==> config.mk <==
export PLATFORM = sky130hd
export DESIGN_NAME = cts_supply_can
export DESIGN_NICKNAME = d
export VERILOG_FILES = /design/src/core/cts_sync.v /design/src/core/cts_wake_filter.v /design/src/core/cts_supply_can.v
export VERILOG_INCLUDE_DIRS = /design/src /design/src/inc
export SDC_FILE = /design/constraint.sdc
export NUM_CORES = 1
export LEC_CHECK = 0
export BUFFER_PORTS_ARGS = -buffer_cell sky130_fd_sc_hd__buf_2
export CAP_MARGIN = 15
export CORE_ASPECT_RATIO = 1.5
export CORE_MARGIN = 3
export CORE_UTILIZATION = 41
export CTS_CLUSTER_DIAMETER = 80
export CTS_CLUSTER_SIZE = 24
export DETAILED_ROUTE_END_ITERATION = 10
export SYNTH_ARGS = -nofsm -noshare
export SYNTH_HDL_FRONTEND = slang
export SYNTH_HIERARCHICAL = 1
export SYNTH_SLANG_ARGS = --single-unit
==> constraint.sdc <==
create_clock -name clk -period 2.7 [get_ports clk]
set_input_delay 0.54 -clock clk [delete_from_list [all_inputs] [get_ports clk]]
set_output_delay 0.54 -clock clk [all_outputs]
set_load 0.02 [all_outputs]
==> src/inc/cts_defines.vh <==
// Constants for the CAN transceiver supply control block.
`ifndef CTS_DEFINES_VH
`define CTS_DEFINES_VH

// ****************************************************************
// System mode codes
// ****************************************************************
`define CTS_MODE_STANDBY 2'h0
`define CTS_MODE_SLEEP 2'h1
`define CTS_MODE_NORM_V2OFF 2'h2
`define CTS_MODE_NORM 2'h3

// ****************************************************************
// Transceiver modes
// ****************************************************************
`define CTS_CAN_OFF 2'h0
`define CTS_CAN_LOWPWR 2'h1
`define CTS_CAN_ACTIVE 2'h2

// ****************************************************************
// Flag bit positions
// ****************************************************************
`define CTS_FLAG_POWER_ON 0
`define CTS_FLAG_MAIN_LOW 1
`define CTS_FLAG_CAN_LOW 2
`define CTS_FLAG_CAN_WAKE 3
`define CTS_FLAG_W 4
`define CTS_FLAGS_RESET 4'h1

// ****************************************************************
// Timing in microseconds and cycle counts at 50 MHz
// ****************************************************************
`define CTS_CLK_MHZ 50
`define CTS_T_DOM_TO_US 2500
`define CTS_T_WAKE_TO_US 1000
`define CTS_T_WAKE_MIN_US 1
`define CTS_DOM_TO_CYC (`CTS_T_DOM_TO_US * `CTS_CLK_MHZ)
`define CTS_WAKE_TO_CYC (`CTS_T_WAKE_TO_US * `CTS_CLK_MHZ)
`define CTS_WAKE_MIN_CYC (`CTS_T_WAKE_MIN_US * `CTS_CLK_MHZ)

`endif

==> src/core/cts_sync.v <==
// Two-stage synchroniser for one level signal.
`timescale 1ns/1ps
module cts_sync #(
    parameter RESET_VAL = 1'b1
) (
    // Clock and reset
    clk,
    reset,
    // Data
    d,
    q
);
    input wire clk;
    input wire reset;
    input wire d;
    output reg q;

    reg meta_r;

    // The first stage feeds only the second stage.
    always @(posedge clk or posedge reset) begin
        if (reset) begin
            meta_r <= RESET_VAL;
            q <= RESET_VAL;
        end else begin
            meta_r <= d;
            q <= meta_r;
        end
    end
endmodule

==> src/core/cts_wake_filter.v <==
// CAN bus wake-up pattern filter.
`timescale 1ns/1ps
`include "cts_defines.vh"
module cts_wake_filter #(
    parameter WAKE_TO_CYC = `CTS_WAKE_TO_CYC,
    parameter MIN_CYC = `CTS_WAKE_MIN_CYC
) (
    // Clock and reset
    input wire clk,
    input wire reset,
    // Control
    input wire enable,
    input wire bus_dom,
    // Result
    output reg wake_pulse
);
    // ****************************************************************
    // Phase sequencer
    // ****************************************************************
    localparam ST_REC1 = 3'h0;
    localparam ST_DOM1 = 3'h1;
    localparam ST_REC2 = 3'h2;
    localparam ST_DOM2 = 3'h3;
    localparam ST_DONE = 3'h4;

    reg [2:0] state_r;
    reg [2:0] state_nxt;
    reg [31:0] phase_r;
    reg [31:0] win_r;

    wire want_dom = (state_r == ST_DOM1) || (state_r == ST_DOM2);
    wire phase_ok = (phase_r >= MIN_CYC - 1);
    wire win_out = (state_r != ST_REC1) && (win_r >= WAKE_TO_CYC - 1);

    // A phase is accepted once it has lasted its minimum; shorter opposite pulses
    // only restart the phase counter, so extra pulses are tolerated.
    always @* begin
        state_nxt = state_r;
        case (state_r)
            ST_REC1, ST_DOM1, ST_REC2: begin
                if ((bus_dom == want_dom) && phase_ok) begin
                    state_nxt = state_r + 3'h1;
                end
            end
            ST_DOM2: begin
                if (bus_dom && phase_ok) begin
                    state_nxt = ST_DONE;
                end
            end
            ST_DONE: state_nxt = ST_REC1;
            default: state_nxt = ST_REC1;
        endcase
    end

    // Counters in oscillator cycles; the window runs from the first dominant phase.
    always @(posedge clk or posedge reset) begin
        if (reset) begin
            state_r <= ST_REC1;
            phase_r <= 32'h0;
            win_r <= 32'h0;
            wake_pulse <= 1'b0;
        end else if (!enable || win_out) begin
            state_r <= ST_REC1;
            phase_r <= 32'h0;
            win_r <= 32'h0;
            wake_pulse <= 1'b0;
        end else begin
            state_r <= state_nxt;
            wake_pulse <= (state_nxt == ST_DONE);
            if (state_nxt != state_r || bus_dom != want_dom) begin
                phase_r <= 32'h0;
            end else begin
                phase_r <= phase_r + 32'h1;
            end
            win_r <= (state_r == ST_REC1) ? 32'h0 : win_r + 32'h1;
        end
    end
endmodule

==> src/core/cts_supply_can.v <==
// Supply section and CAN transceiver control for the basis chip.
`timescale 1ns/1ps
`include "cts_defines.vh"
module cts_supply_can #(
    parameter DOM_TO_CYC = `CTS_DOM_TO_CYC,
    parameter WAKE_TO_CYC = `CTS_WAKE_TO_CYC,
    parameter WAKE_MIN_CYC = `CTS_WAKE_MIN_CYC
) (
    // Clock and reset
    input wire clk,
    input wire reset,
    // Battery comparators
    input wire bat_below_poff,
    input wire bat_above_pon,
    // Main regulator comparators and controls
    input wire main_below_90,
    input wire main_below_70,
    input wire reset_threshold_select,
    input wire dissipation_split_select,
    // CAN supply comparator
    input wire can_supply_below_90,
    // Mode and standby control
    input wire [1:0] system_mode_field,
    input wire can_standby_control,
    // Flag clear, one bit per flag, write 1 to clear
    input wire [3:0] flag_clear,
    // Protocol controller and bus side
    input wire can_transmit_in,
    input wire bus_dominant,
    input wire wake_comp_dom,
    // Status and flags
    output reg [3:0] flags,
    output reg power_on_flag,
    output reg main_reg_low_warning_flag,
    output reg can_reg_low_warning_flag,
    output reg can_wake_flag,
    output reg main_reg_status,
    output reg can_reg_status,
    output reg interrupt_out_n,
    // Power and transceiver controls
    output reg device_off,
    output reg system_reset,
    output reg pass_threshold_low,
    output reg can_supply_regulator_en,
    output reg [1:0] can_mode,
    output reg can_receive_out,
    output reg can_tx_drive_dom,
    output reg split_en,
    output reg tx_timeout
);
    // ****************************************************************
    // Synchronisers
    // ****************************************************************
    wire tx_s;
    wire wake_s;

    // Both asynchronous inputs cross before timers see them.
    cts_sync #(.RESET_VAL(1'b1)) u_sync_tx (
        .clk(clk),
        .reset(reset),
        .d(can_transmit_in),
        .q(tx_s)
    );

    cts_sync #(.RESET_VAL(1'b0)) u_sync_wake (
        .clk(clk),
        .reset(reset),
        .d(wake_comp_dom),
        .q(wake_s)
    );

    // ****************************************************************
    // Battery power state
    // ****************************************************************
    reg off_r;

    // Off is entered at once on low battery and left when battery recovers.
    always @(posedge clk or posedge reset) begin
        if (reset) begin
            off_r <= 1'b1;
        end else if (bat_below_poff) begin
            off_r <= 1'b1;
        end else if (off_r && bat_above_pon) begin
            off_r <= 1'b0;
        end
    end

    wire leave_off = off_r && !bat_below_poff && bat_above_pon;

    // ****************************************************************
    // Mode decode
    // ****************************************************************
    function is_normal;
        input [1:0] m;
        begin
            is_normal = (m == `CTS_MODE_NORM) || (m == `CTS_MODE_NORM_V2OFF);
        end
    endfunction

    wire normal = is_normal(system_mode_field) && !off_r;
    wire can_supply_ok = !can_supply_below_90;
    reg [1:0] mode_nxt;

    // Active needs Normal, standby bit clear and a good supply pin, whichever
    // source feeds it; outside battery Off the standby bit alone selects Lowpower.
    always @* begin
        if (off_r) begin
            mode_nxt = `CTS_CAN_OFF;
        end else if (can_standby_control) begin
            mode_nxt = `CTS_CAN_LOWPWR;
        end else if (normal && can_supply_ok) begin
            mode_nxt = `CTS_CAN_ACTIVE;
        end else begin
            mode_nxt = `CTS_CAN_OFF;
        end
    end

    // ****************************************************************
    // Dominant timeout
    // ****************************************************************
    reg [31:0] dom_cnt_r;
    reg timeout_r;

    // Counted in clock cycles; a high level clears both the count and the lockout,
    // which bounds the lowest usable bit rate.
    always @(posedge clk or posedge reset) begin
        if (reset) begin
            dom_cnt_r <= 32'h0;
            timeout_r <= 1'b0;
        end else if (tx_s) begin
            dom_cnt_r <= 32'h0;
            timeout_r <= 1'b0;
        end else if (dom_cnt_r >= DOM_TO_CYC - 1) begin
            timeout_r <= 1'b1;
        end else begin
            dom_cnt_r <= dom_cnt_r + 32'h1;
        end
    end

    // ****************************************************************
    // Wake filter
    // ****************************************************************
    wire wake_pulse;

    // Only the Lowpower transceiver listens for remote wake-up.
    cts_wake_filter #(
        .WAKE_TO_CYC(WAKE_TO_CYC),
        .MIN_CYC(WAKE_MIN_CYC)
    ) u_wake (
        .clk(clk),
        .reset(reset),
        .enable(can_mode == `CTS_CAN_LOWPWR),
        .bus_dom(wake_s),
        .wake_pulse(wake_pulse)
    );

    // ****************************************************************
    // Sticky flags
    // ****************************************************************
    reg [3:0] set_v;
    reg [3:0] flags_nxt;
    reg main_low_d_r;
    reg can_low_d_r;

    // Warnings set on the falling crossing; a set in the same cycle as a clear wins,
    // so no event is lost.
    always @* begin
        set_v = 4'h0;
        set_v[`CTS_FLAG_POWER_ON] = leave_off;
        set_v[`CTS_FLAG_MAIN_LOW] = main_below_90 && !main_low_d_r && !off_r;
        set_v[`CTS_FLAG_CAN_LOW] = can_supply_below_90 && !can_low_d_r && !off_r;
        set_v[`CTS_FLAG_CAN_WAKE] = wake_pulse;
        flags_nxt = (flags & ~flag_clear) | set_v;
    end

    // ****************************************************************
    // Registered outputs
    // ****************************************************************
    // Every output here is a flip-flop; Off mode holds the status, reset, CAN regulator enable, transceiver mode, receive, drive and split outputs quiet.
    always @(posedge clk or posedge reset) begin
        if (reset) begin
            flags <= `CTS_FLAGS_RESET;
            main_low_d_r <= 1'b0;
            can_low_d_r <= 1'b0;
            main_reg_status <= 1'b0;
            can_reg_status <= 1'b1;
            interrupt_out_n <= 1'b1;
            device_off <= 1'b1;
            system_reset <= 1'b1;
            pass_threshold_low <= 1'b0;
            can_supply_regulator_en <= 1'b0;
            can_mode <= `CTS_CAN_OFF;
            can_receive_out <= 1'b1;
            can_tx_drive_dom <= 1'b0;
            split_en <= 1'b0;
            tx_timeout <= 1'b0;
        end else begin
            flags <= flags_nxt;
            main_low_d_r <= main_below_90;
            can_low_d_r <= can_supply_below_90;
            device_off <= off_r;
            // Status shows the live regulator condition.
            main_reg_status <= !main_below_90 && !off_r;
            // Real CAN supply state only in Normal mode.
            can_reg_status <= normal ? can_supply_ok : 1'b1;
            // Interrupt pin low while any flag pends.
            interrupt_out_n <= ~(|flags_nxt);
            // Reset level chosen by the threshold bit.
            system_reset <= off_r ||
                (reset_threshold_select ? main_below_70 : main_below_90);
            // 1 selects the 50 mA take-over point, 0 the 85 mA one.
            pass_threshold_low <= dissipation_split_select;
            // Mode code 10 switches the CAN regulator off.
            can_supply_regulator_en <= !off_r &&
                (system_mode_field != `CTS_MODE_NORM_V2OFF);
            can_mode <= mode_nxt;
            // Receive and transmit paths work only in Active.
            can_receive_out <= (mode_nxt == `CTS_CAN_ACTIVE) ? !bus_dominant : 1'b1;
            can_tx_drive_dom <= (mode_nxt == `CTS_CAN_ACTIVE) && !tx_s && !timeout_r;
            // Split pin floats unless Active.
            split_en <= (mode_nxt == `CTS_CAN_ACTIVE);
            tx_timeout <= timeout_r;
        end
    end

    // Individual flag views for the status side.
    always @* begin
        power_on_flag = flags[`CTS_FLAG_POWER_ON];
        main_reg_low_warning_flag = flags[`CTS_FLAG_MAIN_LOW];
        can_reg_low_warning_flag = flags[`CTS_FLAG_CAN_LOW];
        can_wake_flag = flags[`CTS_FLAG_CAN_WAKE];
    end
endmodule

After elaboration in Yosys (flattened, before gate mapping)
Cells that the tools add are included.

operators by class
  bitwise logic cells = 4
  $lt $le $gt $ge = 3
  $add $sub $neg = 4
  reductions and logical operators = 37
  multiplexer cells = 21
  equality and inequality tests = 13

operator list
  cell                                                    number
  2-to-1 mux 32 bit                                       6
  adder 32 x 1 -> 32 bit (second input constant)          3
  >= comparator 32 x 16 -> 1 bit (second input constant)  1
  >= comparator 32 x 17 -> 1 bit (second input constant)  1
  >= comparator 32 x 6 -> 1 bit (second input constant)   1
  logical AND 1 bit                                       16
  zero test 1 bit                                         10
  2-to-1 mux 3 bit                                        3
  2-to-1 mux 1 bit                                        8
  equality test 2 bit (second input constant)             3
  equality test 3 x 2 -> 1 bit (second input constant)    2
  2-to-1 mux 2 bit                                        3
  case mux 3 bit (2 select lines)                         1
  logical OR 1 bit                                        5
  AND 4 bit                                               1
  NOT 4 bit                                               1
  OR 4 bit                                                1
  nonzero test 2 bit                                      2
  OR reduction 4 bit                                      1
  adder 3 x 1 -> 3 bit (second input constant)            1
  equality test 3 x 1 -> 1 bit (second input constant)    1
  equality test 3 bit (second input constant)             1
  zero test 3 bit                                         1
  inequality test 3 bit                                   1
  8 further kinds                                         8

word-level totals
  word-level logic and storage cells = 108
  input port bits = 19
  bits in registers = 125

Depth between registers and ports, before layout
  depth in word-level cells = 10
  gate-level depth with buffers = 9
  gate-level depth less buffers = 7

Hierarchy
Netlist, hierarchy kept.

by module, submodules not included
  module                  cells an instance  seq. area each (um2)  instances  area an instance (um2)
  cts_wake_filter         346                1,701.6               1          3,502.1
  cts_supply_can          197                1,335.0               1          2,170.8
  cts_sync (u_sync_tx)    3                  52.6                  1          56.3
  cts_sync (u_sync_wake)  3                  50.0                  1          53.8

Worst setup path after synthesis
No wires, ideal clock.

  kind = register -> register
  start = reg u_wake.state_r[1]
  end = reg u_wake.phase_r[3]
  slack = 0.301 ns
  data arrival time = 2.254 ns
  period minus slack after synthesis = 2.399 ns
  library setup time = 0.144 ns
  buffers on the path = 1
  stages on the path, launching flop included = 9
  required time = 2.556 ns
  cells stage by stage = dfrtp_1 -> ha_1 -> ha_1 -> or3_4 -> a221oi_2 -> a222oi_1 -> a32oi_2 -> buf_6 -> nor4_1

between the ends
  cells in the longest elaborated chain, start to end = 10

ends and longest elaborated chain
  item                                                                          RTL line                                    text
  start: declaration                                                            cts_wake_filter.v:26                        reg [2:0] state_r;
  start signal: assignment                                                      cts_wake_filter.v:68                        state_r <= state_nxt;
  equality test 3 x 1 -> 1 bit or equality test 3 x 2 -> 1 bit (tied branches)  cts_wake_filter.v:31, cts_wake_filter.v:39
  logical OR 1 bit                                                              cts_wake_filter.v:31                        wire want_dom = (state_r == ST_DOM1) || (state_r == ST_DOM2);
  equality test 1 bit                                                           cts_wake_filter.v:41                        if ((bus_dom == want_dom) && phase_ok) begin
  logical AND 1 bit                                                             cts_wake_filter.v:41
  2-to-1 mux 3 bit                                                              cts_wake_filter.v:41
  case mux 3 bit (2 select lines)                                               cts_wake_filter.v:39                        case (state_r)
  inequality test 3 bit                                                         cts_wake_filter.v:70                        if (state_nxt != state_r || bus_dom != want_dom) begin
  logical OR 1 bit                                                              cts_wake_filter.v:70
  2-to-1 mux 32 bit                                                             cts_wake_filter.v:70
  2-to-1 mux 32 bit *                                                           cts_wake_filter.v:62                        end else if (!enable || win_out) begin
  end signal: assignment                                                        cts_wake_filter.v:73                        phase_r <= phase_r + 32'h1;
  end: declaration                                                              cts_wake_filter.v:28                        reg [31:0] phase_r;

Mark *: on every way between the ends. The rest lies on a longest branch, timed or not.
A chain may end at the register's enable or synchronous reset.

Worst setup path after layout
  start = reg u_wake.state_r[1]
  end = reg u_wake.phase_r[31]

The elaborated chain is that of the path after synthesis.

==> results.toml <==
[power]
p_leak_uw = 0.00289
power_frac_comb_pct = 3.6
power_uw = 4400
power_frac_seq_pct = 44.2
vdd_drop_max_mv = 0.441
switching_share_pct = 23.7
p_sw_uw = 1040
internal_power_uw = 3360
clockPowerShare_pct = 52.2
power-per-cell-area_nw_per_um2 = 643

[synth]
synth_ff_type = "dfrtp_1"
yosys.area.top_type = "dfrtp_1"
ys_async_sr_fraction_pct = 100
synth_warnings = 6
netlist_top_cells_area = "dfrtp_1 50%, nor4_1 5.8%, xnor2_1 4.2%"
synth_cell_types = 57
synth_edf_count = 0
ys_ff_latch = 125
synth_top_area_share_pct = 50.2
netlist_instances = 549
syn_area_um2 = 5780
yosysSeqAreaShare_pct = 54.3
avgSynthCellArea_um2 = 10.5

[placement]
place.gp.congestion = 0.813
port_buffers = 39
dp.final_hpwl_mm = 7.86
dp_slack_ns = 0.208
place_area_um2 = 6230

[status]
status = "completed"

[worst_hold_path]
hold_class = "primary input to flop"
hp-start = "dissipation_split_select"

[setup_path]
cp_max_fo = 32
startpoint = "u_wake/state_r[1]"
start_kind = "flop"
crit_slowest_cell = "dfrtp_1"
max_stage_delay_ns = 0.45
r2r-start = "u_wake/state_r[1]"
crit_arrival_ns = 2.82
criticalPathCategory = "flop to flop"
crit_path_frequent_cell = "ha_1"
cp.required_ns = 2.97
endpoint_kind = "flop"
crit_chain = "ha_1, ha_1, inv_1, a31oi_1, o311ai_0, a32oi_2, buf_12, a2111oi_0"

[drt]
ant_nets = 0
drtIter0Drc = 147
routedWlPerCell_um = 15.0
drc_errors = 0
avgViaCountPerCell = 5.53
vias = 4339
firstDrtPassIters = 4
wl_mm = 11.8

[clock_tree]
clock_latency_ns = 0.42
cts.clk_slew.worst_paths_ns = 0.06
root_buffer = "clkbuf_16"
tritoncts = "yes"
h-tree-depth = 4
clk_path_buf_depth = 2
numCtsBuffers = 17
cts_setup_buffers = 0
cts_sinks = 125

[floorplan]
core_area_um2 = 13700
io_pins = 40
die_area_um2 = 15600
die_h_um = 151
die_x_um = 103
initial_core_util_pct = 42.3
rows = 52

[finish]
final_core_util_pct = 50.1
antenna_cells = 0
finalInstanceArea_um2 = 6840
drive_gt1_share_pct = 17.4
area_growth_pct = 18.3
nNetsFinal = 638

[global_route]
first_global_vias = 4511
antenna_found_initial = 0
grt_pass1_wl_mm = 20.2
grt_start_max_net_pins = 43
grt_usage_pct = 16.3
grt_overflow_total = 0

[sta]
worst_slew_pin_slew_ns = 0.786
slew_headroom_pct = 46.9
skew_ns = 0.0104
rsz0062_at_grt = "false"
period_share_pct = 94.4
hold_viol_final = 0
slew_viol_final = 0
max_clock_freq_mhz = 392
setup_tns_ns = 0
fin_ws_ns = 0.151
setup_viol = 0
min_period_ns = 2.55

[run]
maxCapViolations = 0
cells in the mapped netlist, types with 3 or more instances:
| cell | count |
|---|---|
| dfrtp_1 | 116 |
| nor4_1 | 54 |
| nor2_1 | 39 |
| nand3_1 | 28 |
| xnor2_1 | 28 |
| inv_1 | 27 |
| nand2_1 | 23 |
| nor2b_1 | 21 |
| o21ai_0 | 18 |
| a21oi_1 | 17 |
| xor2_1 | 16 |
| clkbuf_1 | 15 |
| and3_1 | 13 |
| nand4_1 | 13 |
| nor3_1 | 12 |
| and4_1 | 10 |
| ha_1 | 10 |
| or3_1 | 10 |
| dfstp_2 | 9 |
| or4_1 | 6 |
| buf_4 | 5 |
| buf_6 | 5 |
| a21o_1 | 4 |
| buf_2 | 4 |
| nand3b_1 | 3 |
| o211ai_1 | 3 |
| o31ai_1 | 3 |
worst max-delay path: cells and delay by family (launching register included):
family | cells | cell delay [ns]
buffers and inverters | 2 | 0.39
adder cells (fa/ha/maj) | 2 | 0.48
AO/OA/AOI/OAI | 4 | 1.09
flip-flops | 1 | 0.45
layout by cell type (no fill, tap or decap), drive strengths merged, types with 3 or more instances in the layout:
cell type  synthesis  routed
and3              13      13
clkinvlp           0       3
o21ai             19      19
ha                10      10
and4              10      10
nor2              39      39
dfrtp            116     116
nand3             28      28
nand2             23      23
clkbuf            15      17
buf               14      54
a21oi             18      18
a21o               4       4
o211ai             4       4
xor2              16      16
nor3              12      12
or4                6       6
o31ai              3       3
conb               1      16
nor4              54      54
nand3b             3       3
a211oi             3       3
dfstp              9       9
nor2b             21      21
nand4             13      13
xnor2             28      28
inv               27      37
or3               11      11
power by group through the flow:
| stage | Clock, uW | Combinational [uW] | Sequential, uW |
|---|---|---|---|
| after floorplan | 0 | 98.7 | 1980 |
| after global placement | 0 | 158 | 1980 |
| after detailed placement | 0 | 162 | 1980 |
| after CTS | 2350 | 164 | 1950 |
| after global routing | 2430 | 179 | 1950 |
| final | 2300 | 159 | 1940 |
final cells by class:
type	count	area, um2
clock buffer	17	425
sequential	125	3140
tap	162	203
inverter	27	101
clock inverter	15	175
multi-input combinational	383	2440
fill	1231	6820
timing repair buffer	55	355
layer usage:
metal	wire length [um]	track usage [%]	vias up
met2	6400	29.2	94
li1	-	-	2084
met3	440	4.08	20
met1	4720	18.1	2141
met5	0	0	-
met4	188	6.48	0
worst paths after layout:
path | cells after the start | to | slack [ns]
worst max-delay path | 8 | u_wake/phase_r[31] | 0.15
worst min-delay path | 1 | pass_threshold_low | 0.22
worst max register to register | 8 | u_wake/phase_r[31] | 0.15
worst min register to register | 0 | u_sync_wake/q | 0.36
max in group asynchronous | 4 | dom_cnt_r[21] | 1.21
min in group asynchronous | 3 | u_sync_wake/meta_r | 0.56
per-stage QoR:
step                hold WS, ns  instances
floorplan                 0.281        564
finish                    0.224        784
detailed placement        0.346        751
CTS                       0.210        784
global placement          0.335        751
global route              0.211        784
cells by family (layout without fill, tap and decap cells):
group	after synthesis	count (layout)	share of synthesized area (%)
adders and majority gates	10	10	2.16
buffers and inverters	56	114	4.69
and+or+nand+nor	243	243	23.7
xor gates and xnor gates	44	44	6.66
muxes	2	2	0.368
AOI/OAI and AO/OA	68	68	8.07
DFF	125	125	54.3
other	1	16	0.0648
state kept, by name, indices dropped and copies added (netlist names), 2 cells and up:
register,cells
u_wake/phase_r,32
dom_cnt_r,32
u_wake/win_r,32
can_mode,2
flags,4
u_wake/state_r,3
repair_timing:
action | in CTS | in global routing
hold endpoints to repair | 2 | 0
setup endpoints to repair | 0 | 2
resized for setup | 0 | 2
hold buffers | 1 | 0
No activity file was read; power rests on OpenSTA's default activity.
